File: src/common/fpx_pkg.sv
// Package with the field layout, reset values and carrier types of the FP control block.
package fpx_pkg;

   // System coprocessor status word: coprocessor-one usable bit.
   localparam int unsigned CU_BIT       = 29;
   localparam logic [31:0] CU_MASK      = 32'h2000_0000;

   // Coprocessor register number of fp_control_status.
   localparam logic [4:0]  CSR_REGNUM   = 5'h1f;

   // Field positions inside fp_control_status.
   localparam int unsigned RNDSEL_LSB   = 0;
   localparam int unsigned FLAG_LSB     = 2;
   localparam int unsigned EN_LSB       = 7;
   localparam int unsigned CAUSE_LSB    = 12;
   localparam int unsigned NANENC_BIT   = 18;
   localparam int unsigned ABSSEM_BIT   = 19;

   // Read-only mode bits; fixed to the IEEE-2008 behaviour.
   localparam logic        NANENC_VALUE = 1'b1;
   localparam logic        ABSSEM_VALUE = 1'b1;

   // Values after reset.
   localparam logic [1:0]  RNDSEL_RESET = 2'h0;
   localparam logic [4:0]  EN_RESET     = 5'h00;
   localparam logic [5:0]  CAUSE_RESET  = 6'h00;
   localparam logic [4:0]  FLAG_RESET   = 5'h00;

   // Bit index of each condition inside the enable, flag and cause fields.
   localparam int unsigned EX_INEXACT   = 0;
   localparam int unsigned EX_UNDER     = 1;
   localparam int unsigned EX_OVER      = 2;
   localparam int unsigned EX_DIVZERO   = 3;
   localparam int unsigned EX_INVALID   = 4;
   localparam int unsigned EX_UNIMPL    = 5;

   // Rounding mode encodings.
   localparam logic [1:0]  RND_NEAREST  = 2'h0;
   localparam logic [1:0]  RND_ZERO     = 2'h1;
   localparam logic [1:0]  RND_UP       = 2'h2;
   localparam logic [1:0]  RND_DOWN     = 2'h3;

   // Special results, sign bit clear; single format sits in the low word.
   localparam logic [63:0] SGL_QNAN     = 64'h0000_0000_7fc0_0000;
   localparam logic [63:0] SGL_INF      = 64'h0000_0000_7f80_0000;
   localparam logic [63:0] SGL_MAX      = 64'h0000_0000_7f7f_ffff;
   localparam logic [63:0] DBL_QNAN     = 64'h7ff8_0000_0000_0000;
   localparam logic [63:0] DBL_INF      = 64'h7ff0_0000_0000_0000;
   localparam logic [63:0] DBL_MAX      = 64'h7fef_ffff_ffff_ffff;

   typedef enum logic [1:0] {SPC_QNAN, SPC_INF, SPC_MAX} fpx_special_t;

   // One instruction from the core with the datapath's condition report.
   typedef struct packed {
      logic        valid;
      logic        dbl;
      logic        sign;
      logic        invalid;
      logic        divZero;
      logic        overflow;
      logic        tiny;
      logic        unimpl;
      logic        guard;
      logic        sticky;
      logic [63:0] raw;
   } fpx_issue_t;

   // Coprocessor control register move from the core.
   typedef struct packed {
      logic        valid;
      logic        write;
      logic [4:0]  regNum;
      logic [31:0] data;
   } fpx_move_t;

   // Outcome of one instruction.
   typedef struct packed {
      logic        valid;
      logic        write;
      logic        trap;
      logic        unusable;
      logic [63:0] data;
   } fpx_result_t;

   // Whole state of the control block.
   typedef struct packed {
      logic [1:0]  rndSel;
      logic [4:0]  en;
      logic [5:0]  cause;
      logic [4:0]  flags;
      fpx_result_t res;
      logic        rdAck;
      logic [31:0] rdData;
   } fpx_state_t;

endpackage : fpx_pkg

File: src/design/fpx_control.sv
// Floating-point control block: usable gate, control/status register, exceptions, rounding.
`timescale 1ns/1ps
module fpx_control
(
   input  wire logic                 mclk,
   input  wire logic                 rst_n,
   input  wire logic [31:0]          sysStatus,
   input  wire fpx_pkg::fpx_issue_t  issue,
   input  wire fpx_pkg::fpx_move_t   move,
   output fpx_pkg::fpx_result_t      result,
   output logic                      moveAck,
   output logic [31:0]               moveRdata,
   output logic                      fpEnabled
);
   import fpx_pkg::*;

   fpx_state_t   state_reg;
   fpx_state_t   state_next;

   logic         cuOn;
   logic         execute;
   logic         roundInc;
   logic [63:0]  rounded;
   logic         inexactCond;
   logic         underCond;
   logic         overCond;
   logic         zeroCond;
   logic         invalidCond;
   logic [4:0]   condVec;
   logic [5:0]   causeNew;
   logic         trapNow;
   logic         toInfinity;
   logic         useSpecial;
   fpx_special_t specialKind;
   logic [63:0]  specialValue;
   logic [63:0]  deliverValue;
   logic         regHit;
   logic [31:0]  csrWord;
   logic [1:0]   rndSelMerged;
   logic [4:0]   enMerged;
   logic [5:0]   causeMerged;
   logic [4:0]   flagsMerged;

   // The usable bit lives in the core's status register; only bit 29 matters here.
   assign cuOn      = (sysStatus & CU_MASK) != 32'h0000_0000;
   assign execute   = issue.valid & cuOn;
   assign fpEnabled = cuOn;

   // Register 31 is the only control register decoded; others read as zero.
   assign regHit = move.regNum == CSR_REGNUM;

   // The register image as software sees it; unlisted bits read as zero.
   always_comb
   begin
      csrWord                               = 32'h0000_0000;
      csrWord[RNDSEL_LSB +: 2]              = state_reg.rndSel;
      csrWord[FLAG_LSB +: 5]                = state_reg.flags;
      csrWord[EN_LSB +: 5]                  = state_reg.en;
      csrWord[CAUSE_LSB +: 6]               = state_reg.cause;
      csrWord[NANENC_BIT]                   = NANENC_VALUE;
      csrWord[ABSSEM_BIT]                   = ABSSEM_VALUE;
   end

   // Rounding of the truncated datapath value under the current mode.
   fpx_round_inc u_round
   (
      .rndSel (state_reg.rndSel),
      .sign   (issue.sign),
      .lsb    (issue.raw[0]),
      .guard  (issue.guard),
      .sticky (issue.sticky),
      .inc    (roundInc)
   );

   // The increment carries naturally into the exponent, so a mantissa
   // overflow on rounding becomes the next binade without extra logic.
   always_comb
   begin
      rounded = issue.raw + {63'h0, roundInc};
      if (!issue.dbl)
      begin
         rounded[63:32] = 32'h0000_0000;
      end
   end

   // Condition detection. Invalid masks the other conditions since the
   // operation then has no numeric result to judge.
   always_comb
   begin
      invalidCond = issue.invalid;
      zeroCond    = issue.divZero & ~issue.invalid;
      overCond    = issue.overflow & ~invalidCond & ~zeroCond;
      inexactCond = (issue.guard | issue.sticky | overCond)
                    & ~invalidCond & ~zeroCond;
      // Disabled underflow is only noted when it also lost precision.
      underCond   = issue.tiny & ~invalidCond & ~zeroCond
                    & (state_reg.en[EX_UNDER] | inexactCond);
      condVec                = 5'h00;
      condVec[EX_INVALID]    = invalidCond;
      condVec[EX_DIVZERO]    = zeroCond;
      condVec[EX_OVER]       = overCond;
      condVec[EX_UNDER]      = underCond;
      condVec[EX_INEXACT]    = inexactCond;
      causeNew               = {issue.unimpl, condVec};
   end

   // An enabled condition or an unimplemented operation traps; the rest are sticky only.
   assign trapNow = (|(condVec & state_reg.en)) | issue.unimpl;

   // Overflow default follows the rounding direction: infinity under round to nearest
   // or when the mode rounds away from zero for this sign, largest finite value otherwise.
   always_comb
   begin
      case (state_reg.rndSel)
         RND_NEAREST: toInfinity = 1'b1;
         RND_ZERO:    toInfinity = 1'b0;
         RND_UP:      toInfinity = ~issue.sign;
         RND_DOWN:    toInfinity = issue.sign;
         default:     toInfinity = 1'b1;
      endcase
   end

   // Choose which special pattern, if any, replaces the rounded value.
   always_comb
   begin
      useSpecial  = invalidCond | zeroCond | overCond;
      specialKind = SPC_MAX;
      if (invalidCond)
      begin
         specialKind = SPC_QNAN;
      end
      else if (zeroCond)
      begin
         specialKind = SPC_INF;
      end
      else if (overCond && toInfinity)
      begin
         specialKind = SPC_INF;
      end
      else
      begin
         specialKind = SPC_MAX;
      end
   end

   fpx_special_value u_special
   (
      .dbl   (issue.dbl),
      .sign  (issue.sign),
      .kind  (specialKind),
      .value (specialValue)
   );

   // Underflow and inexact keep the rounded value; see the field comments above.
   assign deliverValue = useSpecial ? specialValue : rounded;

   // Software writes first; same-cycle hardware events are merged on top so
   // that a flag raised in the clearing cycle survives.
   always_comb
   begin
      rndSelMerged = state_reg.rndSel;
      enMerged    = state_reg.en;
      causeMerged = state_reg.cause;
      flagsMerged = state_reg.flags;
      if (move.valid && move.write && regHit)
      begin
         rndSelMerged = move.data[RNDSEL_LSB +: 2];
         enMerged    = move.data[EN_LSB +: 5];
         causeMerged = move.data[CAUSE_LSB +: 6];
         flagsMerged = move.data[FLAG_LSB +: 5];
      end
      if (execute)
      begin
         // The cause field reflects only the latest executed instruction.
         causeMerged = causeNew;
         if (!trapNow)
         begin
            flagsMerged = flagsMerged | condVec;
         end
      end
   end

   // Next-state assembly for the whole block.
   always_comb
   begin
      state_next              = state_reg;
      state_next.rndSel       = rndSelMerged;
      state_next.en           = enMerged;
      state_next.cause        = causeMerged;
      state_next.flags        = flagsMerged;
      state_next.res.valid    = issue.valid;
      state_next.res.unusable = issue.valid & ~cuOn;
      state_next.res.trap     = execute & trapNow;
      // A trapping instruction leaves the destination untouched.
      state_next.res.write    = execute & ~trapNow;
      state_next.res.data     = execute ? deliverValue : 64'h0000_0000_0000_0000;
      state_next.rdAck        = move.valid;
      state_next.rdData       = state_reg.rdData;
      if (move.valid && !move.write)
      begin
         state_next.rdData = regHit ? csrWord : 32'h0000_0000;
      end
   end

   // Single state register; reset loads constants only.
   always_ff @(posedge mclk or negedge rst_n)
   begin
      if (!rst_n)
      begin
         state_reg.rndSel       <= RNDSEL_RESET;
         state_reg.en           <= EN_RESET;
         state_reg.cause        <= CAUSE_RESET;
         state_reg.flags        <= FLAG_RESET;
         state_reg.res.valid    <= 1'b0;
         state_reg.res.write    <= 1'b0;
         state_reg.res.trap     <= 1'b0;
         state_reg.res.unusable <= 1'b0;
         state_reg.res.data     <= 64'h0000_0000_0000_0000;
         state_reg.rdAck        <= 1'b0;
         state_reg.rdData       <= 32'h0000_0000;
      end
      else
      begin
         state_reg <= state_next;
      end
   end

   // All answers come straight from the state register.
   assign result    = state_reg.res;
   assign moveAck   = state_reg.rdAck;
   assign moveRdata = state_reg.rdData;

endmodule : fpx_control

File: src/design/fpx_round_inc.sv
// Rounding increment decision for one result under the selected mode.
`timescale 1ns/1ps
module fpx_round_inc
(
   input  wire logic [1:0] rndSel,
   input  wire logic       sign,
   input  wire logic       lsb,
   input  wire logic       guard,
   input  wire logic       sticky,
   output logic            inc
);
   import fpx_pkg::*;

   // Decide whether the truncated magnitude must step up by one unit.
   always_comb
   begin
      case (rndSel)
         RND_NEAREST: inc = guard & (sticky | lsb);
         RND_ZERO:    inc = 1'b0;
         RND_UP:      inc = ~sign & (guard | sticky);
         RND_DOWN:    inc = sign & (guard | sticky);
         default:     inc = 1'b0;
      endcase
   end

endmodule : fpx_round_inc

File: src/design/fpx_special_value.sv
// Builds the signed special results delivered under default handling.
`timescale 1ns/1ps
module fpx_special_value
(
   input  wire logic         dbl,
   input  wire logic         sign,
   input  wire fpx_pkg::fpx_special_t kind,
   output logic [63:0]       value
);
   import fpx_pkg::*;

   // Pick the pattern for the format, then place the sign in its top bit.
   always_comb
   begin
      case (kind)
         SPC_QNAN: value = dbl ? DBL_QNAN : SGL_QNAN;
         SPC_INF:  value = dbl ? DBL_INF : SGL_INF;
         SPC_MAX:  value = dbl ? DBL_MAX : SGL_MAX;
         default:  value = dbl ? DBL_QNAN : SGL_QNAN;
      endcase
      if (dbl)
      begin
         value[63] = sign;
      end
      else
      begin
         value[31] = sign;
      end
   end

endmodule : fpx_special_value

File: config.mk
export PLATFORM = sky130hd
export DESIGN_NAME = fpx_control
export DESIGN_NICKNAME = d
export VERILOG_FILES = /design/src/common/fpx_pkg.sv /design/src/design/fpx_control.sv /design/src/design/fpx_round_inc.sv /design/src/design/fpx_special_value.sv
export SDC_FILE = /design/constraint.sdc
export NUM_CORES = 1
export LEC_CHECK = 0
export BUFFER_PORTS_ARGS = -buffer_cell sky130_fd_sc_hd__buf_2
export CAP_MARGIN = 30
export CORE_MARGIN = 3
export CORE_UTILIZATION = 47
export CTS_CLUSTER_DIAMETER = 50
export DETAILED_ROUTE_END_ITERATION = 6
export GPL_TIMING_DRIVEN = 0
export PLACE_DENSITY = 0.77
export SYNTH_ARGS = -nofsm -noshare
export SYNTH_HDL_FRONTEND = slang
export SYNTH_SLANG_ARGS = --single-unit
File: constraint.sdc
create_clock -name mclk -period 3.5 [get_ports mclk]
set_clock_uncertainty 0.15 [all_clocks]
set_input_delay 0.35 -clock mclk [delete_from_list [all_inputs] [get_ports mclk]]
set_output_delay 0.35 -clock mclk [all_outputs]
set_load 0.01 [all_outputs]
==> results of run 1 <==
[per-stage QoR]
step           hold WS, ns  power [mW]  std cells  util [%]
6_report           0.03406       2.683        942     62.95
5_1_grt            0.03521       2.801        942     62.95
4_1_cts            0.02665       2.697        942     62.86
3_5_place_dp        0.2779       1.710        925     60.05
3_3_place_gp        0.3071       1.691        924     59.78
2_1_floorplan     -0.09559       1.513        595         -
[worst max-delay path, cell delays in order, from the launching register on]
cell      delay (ns)
dfrtp_1         0.44
nand2_1         0.11
mux2i_1         0.07
nor3_1          0.24
ha_1            0.28
nand2_1         0.17
nor2_2          0.32
nand4_2         0.23
clkbuf_1        0.32
clkbuf_2        0.29
o21ai_0         0.24
a31oi_1         0.13
[Yosys cell counts (4+ instances only)]
master,n
xnor2_1,10
nand4_1,15
a31oi_1,28
o31ai_1,14
and4_1,5
dfrtp_1,106
o21ai_0,43
a211oi_1,4
xor2_1,18
inv_1,11
mux2_2,9
buf_4,14
a21o_1,4
or3_1,19
nand3_1,32
a21oi_1,29
and2_1,6
nand2_1,76
nor3_1,14
clkbuf_1,24
nor2_1,31
nor4_1,4
ha_1,4
mux2i_1,12
and3_1,8
or4_1,14
[state kept, by name, summed over array words and instances (netlist names)]
name	flops
moveRdata	19
moveAck	1
csrWord	18
result	68
[kinds of logic after synthesis]
kind of cell | count (synthesis) | share of synthesized area, %
buffers and inverters | 54 | 4.766
xor gates and xnor gates | 28 | 4.491
AOI/OAI and AO/OA | 129 | 13.91
other | 1 | 0.06868
and+or+nand+nor | 241 | 23.21
muxes | 21 | 4.056
DFF | 106 | 48.58
adders and majority gates | 4 | 0.9166
[placed cells by master (no fill, tap or decap), drive strengths merged, types with 2 or more instances in the layout]
| master | instances |
|---|---|
| xnor2 | 10 |
| nor4 | 6 |
| nand2 | 76 |
| dfrtp | 106 |
| a21o | 4 |
| xor2 | 18 |
| nor3 | 14 |
| dlygate4sd3 | 3 |
| or3 | 19 |
| o31ai | 14 |
| nor2b | 3 |
| or4 | 14 |
| o21ai | 44 |
| nand2b | 3 |
| and3 | 8 |
| nand3 | 32 |
| nor3b | 2 |
| buf | 208 |
| a31oi | 28 |
| and4 | 5 |
| and2 | 6 |
| clkbuf | 34 |
| mux2i | 12 |
| nand4 | 18 |
| ha | 4 |
| a211oi | 4 |
| conb | 12 |
| mux2 | 9 |
| nor2 | 31 |
| inv | 12 |
| clkinv | 2 |
| a21oi | 29 |
[power by group through the flow]
stage | Clock (mW) | Sequential (mW) | Combinational, mW
3_3_place_gp | 0 | 1.34 | 0.355
6_report | 0.989 | 1.32 | 0.377
5_1_grt | 1.06 | 1.32 | 0.419
3_5_place_dp | 0 | 1.34 | 0.372
2_1_floorplan | 0 | 1.35 | 0.167
4_1_cts | 1.01 | 1.32 | 0.376
[routing by layer]
layer / vias to the layer above / wire length, µm / part of all wire, % / GRT usage, %
met1: 2501 / 6473 / 40 / 31.43
met3: 32 / 1729 / 11 / 7.003
li1: 2521 / - / - / -
met4: 0 / 402 / 2.5 / 10.37
met5: - / 0 / 0 / 0
met2: 273 / 7717 / 47 / 40.71
[final timing paths]
check	slack (ns)	startpoint	endpoint	cells past startpoint
worst min register to register	0.32	moveRdata[1]	moveRdata[1]	2
worst max register to register	0.32	csrWord[1]	result[38]	11
worst max-delay path	0.32	csrWord[1]	result[38]	11
max in group asynchronous	2.07	rst_n	result[16]	3
worst min-delay path	0.03	sysStatus[29]	result[64]	2
min in group asynchronous	0.44	rst_n	moveRdata[10]	2
[cell type report]
type / count / share of cell area (%)
multi-input cells: 435 / 37.24
clock buffers: 9 / 3.229
inverters: 11 / 0.5920
flip-flops and latches: 106 / 38.03
repair buffers: 193 / 14.42
clock inverters: 5 / 0.8073
well taps: 140 / 2.512
plain buffers: 43 / 3.158
[repair_timing]
action                                 4_1_cts  5_1_grt
endpoints found under the hold margin       50        0
gates resized for setup                      0        4
hold buffers                                 3        0
setup endpoints to repair                    0       13
==> impl_metrics.csv, run 1 <==
group,metric,value,unit
finish,nNetsFinal,950,
power,power_frac_seq,49.1,%
clock_network,clock_latency,0.35,ns
yosys,synth-edff-count,0,
clock_network,clk_pin_slew,0.07,ns
routing,ant_nets,0,
yosys,yosysWarnings,0,
critical_path,arrival,3.22,ns
clock_network,cts_tree,"built",
worst_hold_path,min_path_type,"in -> reg",
finish,area_growth,27.73,%
job,maxCapViolCount,0,
yosys,synth_area_leaders,"dfrtp_1, nand2_1, o21ai_0",
critical_path,critPathKind,"reg -> reg",
routing,drtIter0Drc,418,
sta,finalCritPeriodShare,90.76,%
finish,multiInputGateArea,2597,µm²
power,cellLeakagePower,3.426,nW
yosys,synth_top_cell_area_share,48.58,%
global_routing,grt_pass1_vias,5258,
critical_path,crit_required,3.55,ns
floorplan,fp.dieH,113.8,µm
sta,worst_pin_slew,0.9278,ns
placed_design,io_buffers,189,
yosys,yosysTopAreaCell,"dfrtp_1",
sta,slew_headroom,37.63,%
yosys,syn_inst,584,
clock_network,clock-root-buffer,"clkbuf_16",
placed_design,placed_cell_area,6653,µm²
power,power.share.clock,36.9,%
sta,rsz0062_at_grt,"false",
sta,finalSetupTns,0,ns
yosys,synth-main-ff-cell,"dfrtp_1",
floorplan,rows,38,
power,powerDensity,384.7,nW/µm²
power,ir_drop,0.2084,mV
status,status,"finished clean",
floorplan,ios,249,
sta,setup_viol_count_final,0,
finish,diodes,0,
critical_path,crit_path_end_kind,"flip-flop",
power,pwr-share-comb,14.0,%
sta,hold_viol,0,
routing,dr.pass1.iters,6,
routing,drt_drc_violations_left,0,
global_routing,grt_first_pass_wirelength,25.67,mm
yosys,syn_area,5460,µm²
routing,vias,5327,
yosys,synth.distinct_cells,47,
floorplan,dieWidth,113.8,µm
floorplan,core,11080,µm²
yosys,async_flop_share,100.0,%
sta,setup_slack,0.3236,ns
yosys,ys_seq_area_share,48.58,%
clock_network,ctsLongestPathBuffers,2,
critical_path,cp_max_fo,10,
power,p_switching,0.6981,mW
finish,n_fill_cell,970,
power,power.share.switching,26.02,%
power,p_int,1.985,mW
global_routing,grt_overflow_total,0,
sta,fin_crit,3.176,ns
finish,fin_area,6974,µm²
global_routing,antenna_found_initial,0,
finish,seqCellArea,2653,µm²
yosys,synth_area_per_cell,9.350,µm²
clock_network,h-tree-depth,3,
finish,drive_gt1_share,30.17,%
floorplan,start_util,49.29,%
placed_design,dp_hpwl,12.52,mm
routing,viasPerCell,5.655,
clock_network,cts_buffers,9,
routing,wirelength,16.32,mm
clock_network,clock-sinks,106,
yosys,ys_seq_elements,106,
placed_design,place.gp.congestion,0.8928,
global_routing,grt_max_degree,59,
routing,wl_per_cell,17.33,µm
placed_design,dp_worst_setup_slack,0.1662,ns
floorplan,dieArea,12950,µm²
sta,maxSlewViolCount,0,
critical_path,setup.worst_path.start_class,"flip-flop",
sta,fmax,314.8,MHz
global_routing,grt_usage,24.98,%
clock_network,post-cts-setup-buffers,0,
(Power assumes the default switching activity.)
==> run 2: changes to the inputs <==
--- a/config.mk
+++ b/config.mk
@@ -5,14 +5,15 @@
 export SDC_FILE = /design/constraint.sdc
 export NUM_CORES = 1
 export LEC_CHECK = 0
+export ABC_AREA = 1
 export BUFFER_PORTS_ARGS = -buffer_cell sky130_fd_sc_hd__buf_2
 export CAP_MARGIN = 30
 export CORE_MARGIN = 3
-export CORE_UTILIZATION = 47
+export CORE_UTILIZATION = 50
 export CTS_CLUSTER_DIAMETER = 50
 export DETAILED_ROUTE_END_ITERATION = 6
 export GPL_TIMING_DRIVEN = 0
-export PLACE_DENSITY = 0.77
+export PLACE_DENSITY = 0.79
 export SYNTH_ARGS = -nofsm -noshare
 export SYNTH_HDL_FRONTEND = slang
 export SYNTH_SLANG_ARGS = --single-unit
==> run 2 against run 1 <==
Net effect:
- via count is 28% higher
- worst hold slack worse by 0.0013 ns
- sequential share of layout area is 4.3 points lower
- setup slack better by 0.21 ns
- global-route usage is 4.3 points higher
- first-iteration DRC count is 84% higher
- area after synthesis is 15% higher
- non-clock buffer count is 8 lower
- critical path depth is 5 higher
- routed wire length is 25% higher
- critical path type unchanged
==> impl_metrics.csv, run 2 <==
group,metric,value,unit
job,maxCapViolCount,0,
floorplan,dieArea,13990,µm²
routing,wirelength,20.46,mm
floorplan,ios,249,
routing,viasPerCell,5.263,
sta,fmax,336.6,MHz
clock_network,ctsLongestPathBuffers,2,
placed_design,place.gp.congestion,0.9837,
yosys,synth-main-ff-cell,"dfrtp_1",
global_routing,grt_overflow_total,0,
yosys,ys_seq_area_share,42.09,%
finish,largest_reg_flops,68,
floorplan,core,12160,µm²
critical_path,crit_chain,"inv_1 -> o21ai_0 -> o21ai_0 -> o32ai_1 -> ha_1 -> nand2_1 -> nor2_2 -> nand3_2 -> nor2_4 -> nand2_2 -> nor2_2 -> nand2_1 -> nand2_1 -> nand3_1 -> nand2_1 -> inv_1",
clock_network,clock-root-buffer,"clkbuf_16",
yosys,yosysTopAreaCell,"dfrtp_1",
placed_design,placed_cell_area,7540,µm²
routing,drt_drc_violations_left,0,
worst_hold_path,min_path_type,"in -> reg",
critical_path,reg2regPathDepth,16,
clock_network,cts_resized,0,
placed_design,place_inst,1280,
yosys,syn_area,6302,µm²
sta,worst_pin_slew,0.5947,ns
finish,final_common_cell,"nand2_1",
global_routing,grt_pass1_vias,6519,
clock_network,clock-sinks,106,
finish,nNetsFinal,1277,
global_routing,grt_usage,29.31,%
critical_path,crit_buf_inv,2,
worst_hold_path,whs_endpoint,"result[64]",
yosys,synth-edff-count,0,
critical_path,r2r-end,"result[52]",
critical_path,crit_path_end_kind,"flip-flop",
critical_path,critPathKind,"reg -> reg",
floorplan,dieWidth,118.3,µm
yosys,synth_area_per_cell,6.933,µm²
sta,hold_viol,0,
global_routing,grt_first_pass_wirelength,32.56,mm
power,cellLeakagePower,4.268,nW
sta,slew_headroom,60.36,%
sta,finalSetupTns,0,ns
global_routing,grt_use_met2,48.30,%
yosys,ys_seq_elements,106,
placed_design,io_buffers,191,
clock_network,post-cts-setup-buffers,0,
worst_hold_path,holdPathStages,2,
clock_network,cts_buffers,9,
placed_design,dp_hpwl,16.84,mm
sta,setup_slack,0.5294,ns
clock_network,clock_latency,0.35,ns
clock_network,h-tree-depth,3,
finish,final_cell_mix,"nand2_1, buf_2, nor2_1, inv_1, dfrtp_1",
routing,dr.pass1.iters,5,
routing,wl_per_cell,15.75,µm
power,ir_drop,0.1945,mV
placed_design,dp_worst_setup_slack,0.5706,ns
yosys,async_flop_share,100.0,%
global_routing,antenna_found_initial,0,
power,finalPower,2.724,mW
critical_path,reg2reg_slack,0.53,ns
finish,diodes,0,
sta,setup_viol_count_final,0,
floorplan,fp.dieH,118.3,µm
global_routing,grt_max_degree,74,
finish,final_cells,1299,
clock_network,clk_pin_slew,0.07,ns
routing,ant_nets,0,
critical_path,cpMostUsedCell,"nand2_1",
yosys,synth_area_leaders,"dfrtp_1, nand2_1, nor2_1",
power,powerDensity,346.8,nW/µm²
sta,fin_crit,2.971,ns
yosys,syn_inst,909,
yosys,synth.top_cells.by_count,"nand2_1, nor2_1, inv_1",
sta,finalCritPeriodShare,84.87,%
floorplan,start_util,51.82,%
critical_path,cpMaxStageDelayCell,"dfrtp_1",
routing,drtIter0Drc,769,
routing,vias,6836,
sta,maxSlewViolCount,0,
floorplan,rows,40,
yosys,synth.distinct_cells,36,
sta,rsz0062_at_grt,"false",
critical_path,setup.worst_path.start_class,"flip-flop",
status,status,"finished clean",
yosys,synth_top_cell_area_share,42.09,%
critical_path,r2r-start,"csrWord[1]",
global_routing,grt.busiest_layer,"met2",
global_routing,use_met1,38.52,%
critical_path,cp_slowest_stage_delay,0.34,ns
finish,drive_gt1_share,21.84,%
critical_path,cp_max_fo,6,
yosys,yosysMostFrequentCell,"nand2_1",
critical_path,arrival,3.08,ns
critical_path,crit_required,3.61,ns
finish,area_growth,24.60,%
clock_network,ctsHoldBuffers,3,
finish,fin_area,7853,µm²
global_routing,use_met3,4.880,%
yosys,yosysWarnings,0,
critical_path,crit_family,"simple AND/OR/NAND/NOR gates",
worst_hold_path,hp-start,"sysStatus[29]",
clock_network,cts_tree,"built",
run 2: how the worst max path moves through the flow:
stage,start,endpoint,slack (ns),depth (start not counted)
final,csrWord[1],result[52],0.53,16
after floorplan,csrWord[1],result[60],1.08,16
after global routing,csrWord[1],result[52],0.27,16
after detailed placement,issue[71],result[52],0.57,16
after global placement,issue[71],result[52],0.58,16
after CTS,csrWord[1],result[52],0.54,16
run 2: layout make-up:
cell class,count,area (µm²)
buffer,33,185.2
multi-input combinational,664,3067
timing repair buffer,195,1016
sequential,106,2653
clock buffer,12,246.5
fill,1173,4309
tap,168,210.2
inverter,117,439.2
clock inverter,4,36.28
run 2: per-stage QoR:
| stage | utilization, % | hold slack, ns |
|---|---|---|
| floorplan | - | -0.09559 |
| global placement | 61.75 | 0.3338 |
| detailed placement | 62.00 | 0.1866 |
| CTS | 64.57 | 0.03032 |
| global route | 64.57 | 0.04483 |
| finish | 64.57 | 0.03277 |
run 2: per-layer routing:
metal | routed length (µm) | vias to the layer above
li1 | - | 3323
met1 | 8419 | 3096
met2 | 9281 | 361
met3 | 1979 | 56
met4 | 774 | 0
met5 | 0 | -
run 2: report_power, final:
group / internal, mW / switching, mW
clock network: 0.510 / 0.457
logic: 0.158 / 0.291
registers: 1.28 / 0.0221
run 2: cells by family (layout without fill, tap and decap cells):
logic type	count (synthesis)	after routing	share of synthesized area [%]
AO/OA/AOI/OAI	150	150	12.81
XOR/XNOR	9	9	1.251
adder cells (fa/ha/maj)	4	4	0.7942
buffers and inverters	150	361	9.907
flip-flops	106	106	42.09
other	1	12	0.05950
AND/OR/NAND/NOR	489	489	33.10
==> run 3: changes to the inputs <==
--- a/config.mk
+++ b/config.mk
@@ -9,11 +9,11 @@
 export BUFFER_PORTS_ARGS = -buffer_cell sky130_fd_sc_hd__buf_2
 export CAP_MARGIN = 30
 export CORE_MARGIN = 3
-export CORE_UTILIZATION = 50
+export CORE_UTILIZATION = 45
 export CTS_CLUSTER_DIAMETER = 50
 export DETAILED_ROUTE_END_ITERATION = 6
 export GPL_TIMING_DRIVEN = 0
-export PLACE_DENSITY = 0.79
+export PLACE_DENSITY = 0.75
 export SYNTH_ARGS = -nofsm -noshare
 export SYNTH_HDL_FRONTEND = slang
 export SYNTH_SLANG_ARGS = --single-unit
==> constraint.sdc (replaced) <==
create_clock -name mclk -period 2.4 [get_ports mclk]
set_clock_uncertainty 0.15 [all_clocks]
set_input_delay 0.24 -clock mclk [delete_from_list [all_inputs] [get_ports mclk]]
set_output_delay 0.24 -clock mclk [all_outputs]
set_load 0.01 [all_outputs]
==> run 3 against run 2 <==
Net effect:
- the run now ends with setup timing left
- global-route usage fell by 0.75 points
- die area increased by 11%
- worst hold slack worse by 0.017 ns
- routed wire length increased by 12%
- sequential power grew 46%
- largest cell class unchanged
- critical path type unchanged
- via count grew 4.5%
- critical path depth decreased by 2
==> impl_metrics.csv, run 3 (synthesis gave the netlist of run 2 again) <==
group,metric,value,unit
status,status,"finished, violations left",
status,violations,"setup timing",
worst_hold_path,holdPathStages,3,
clock_network,clk_pin_slew,0.07,ns
routing,viasPerCell,5.275,
floorplan,ios,249,
clock_network,cts_tree,"built",
routing,top_layer_used,"met4",
critical_path,setup.worst_path.start_class,"flip-flop",
global_routing,grt_first_pass_wirelength,35.39,mm
routing,wl_met3,1.860,mm
clock_network,clock_latency,0.35,ns
critical_path,r2r-end,"result[32]",
routing,dr.pass1.iters,7,
power,power_frac_seq,46.5,%
routing,drtIter0Drc,716,
sta,setup_slack,-0.1097,ns
floorplan,core,13450,µm²
clock_network,ctsLongestPathBuffers,2,
critical_path,reg2regPathDepth,14,
critical_path,crit_required,2.53,ns
routing,vias,7143,
critical_path,cp_max_fo,5,
sta,fmax,398.5,MHz
finish,drive_gt1_share,31.15,%
critical_path,arrival,2.64,ns
finish,area_growth,39.07,%
worst_hold_path,whs_endpoint,"csrWord[17]",
worst_hold_path,hp-start,"issue[66]",
routing,drt_drc_violations_left,0,
routing,wl_per_cell,16.92,µm
critical_path,crit_path_end_kind,"flip-flop",
finish,largest_reg_flops,68,
sta,whs,0.01595,ns
power,p_int,2.900,mW
sta,slew_headroom,50.25,%
sta,finalCritPeriodShare,104.6,%
routing,met1_length,9.426,mm
power,cellLeakagePower,4.611,nW
critical_path,r2r-start,"csrWord[0]",
finish,n_fill_cell,1257,
sta,hold_viol,0,
global_routing,antenna_found_initial,0,
clock_network,h-tree-depth,3,
finish,final_cell_mix,"nand2_1, buf_2, nor2_1, inv_1, dfrtp_1",
power,ir_drop,0.3029,mV
floorplan,dieWidth,124.3,µm
clock_network,clock-sinks,106,
power,power.share.switching,29.38,%
global_routing,grt_usage,28.57,%
clock_network,cts_buffers,9,
power,pwr-share-comb,18.7,%
placed_design,dp_hpwl,17.86,mm
critical_path,reg2reg_slack,-0.11,ns
sta,worst_pin_slew,0.7463,ns
worst_hold_path,min_path_type,"in -> reg",
routing,wl_met2,10.62,mm
power,powerDensity,468.6,nW/µm²
sta,fin_crit,2.510,ns
routing,wirelength,22.91,mm
sta,rsz0062_at_grt,"true",
floorplan,fp.dieH,124.3,µm
placed_design,place.gp.congestion,1.009,
global_routing,grt_max_degree,56,
finish,final_common_cell,"nand2_1",
routing,ant_nets,0,
job,maxCapViolCount,0,
finish,diodes,0,
finish,nNetsFinal,1324,
global_routing,grt_pass1_vias,7061,
sta,setup_viol_count_final,20,
floorplan,start_util,46.85,%
finish,fin_util,65.15,%
placed_design,io_buffers,191,
sta,maxSlewViolCount,0,
floorplan,dieArea,15460,µm²
power,power.share.clock,34.9,%
power,p_switching,1.206,mW
clock_network,clock-root-buffer,"clkbuf_16",
global_routing,grt_overflow_total,0,
critical_path,critPathKind,"reg -> reg",
floorplan,rows,42,
[run 3: cell count changes in the layout (fill, tap and decap cells not counted), sizes merged]
cell,delta
buf,+32
clkbuf,-1
dlygate4sd3,+15
inv,+1
[run 3: layer usage]
metal	track usage (%)	up-vias
li1	-	3418
met1	36.53	3291
met2	46.72	361
met3	5.403	73
met4	13.54	0
met5	0	-
[run 3: area by class of cell]
type                            count  area (µm²)  share of cell area [%]
Inverter                          117       440.4                   5.025
Clock buffer                       11       242.7                   2.769
Sequential cell                   106        2653                   30.26
Timing Repair Buffer              242        1433                   16.35
Clock inverter                      5       37.54                  0.4283
Tap cell                          176       220.2                   2.512
Multi-Input combinational cell    664        3551                   40.51
Buffer                             33       187.7                   2.141
[run 3: worst max path at each step]
stage,startpoint,endpoint,slack (ns),depth (start not counted)
after global routing,csrWord[0],result[36],-0.26,13
after global placement,csrWord[1],result[30],-0.40,14
after floorplan,csrWord[1],result[52],0.007,16
after detailed placement,csrWord[1],result[30],-0.50,14
final,csrWord[0],result[32],-0.11,14
after CTS,csrWord[0],result[30],-0.09,14
[run 3: critical path: stages, from the launching register on]
cell and delay, ns:
dfrtp_1 0.36, inv_2 0.06, o21ai_2 0.14, o21ai_2 0.08, o32ai_2 0.24, ha_2 0.27, nand2_4 0.09, nor2_4 0.13
nand3_4 0.15, buf_4 0.18, inv_2 0.06, nand3b_1 0.15, nand2_1 0.12, nand3_2 0.09, a21oi_2 0.18
[run 3: power groups by stage]
stage	Sequential [mW]	Combinational, mW	Clock (mW)
after floorplan	1.96	0.303	0
after global placement	1.94	0.646	0
after detailed placement	1.94	0.662	0
after CTS	1.91	0.727	1.46
after global routing	1.92	0.838	1.52
final	1.91	0.768	1.43
[run 3: timing repair]
item | 4_1_cts | 5_1_grt
setup buffers | 22 | 10
hold buffers | 18 | 0
pin swaps | 27 | 26
endpoints found under the hold margin | 68 | 0
endpoints found under the setup margin | 53 | 56
gates cloned | 0 | 0
gates resized for setup | 66 | 70
[run 3: metrics by stage]
stage / setup WS (ns) / setup TNS (ns) / power (mW) / cell area, µm² / cells
after CTS: -0.09142 / -0.6452 / 4.091 / 8444 / 1344
after floorplan: 0.007274 / 0 / 2.267 / 6376 / 920
after detailed placement: -0.4953 / -13.07 / 2.604 / 7582 / 1288
after global routing: -0.2647 / -6.030 / 4.281 / 8765 / 1354
after global placement: -0.3981 / -29.69 / 2.584 / 7552 / 1287
final: -0.1097 / -0.9289 / 4.107 / 8765 / 1354
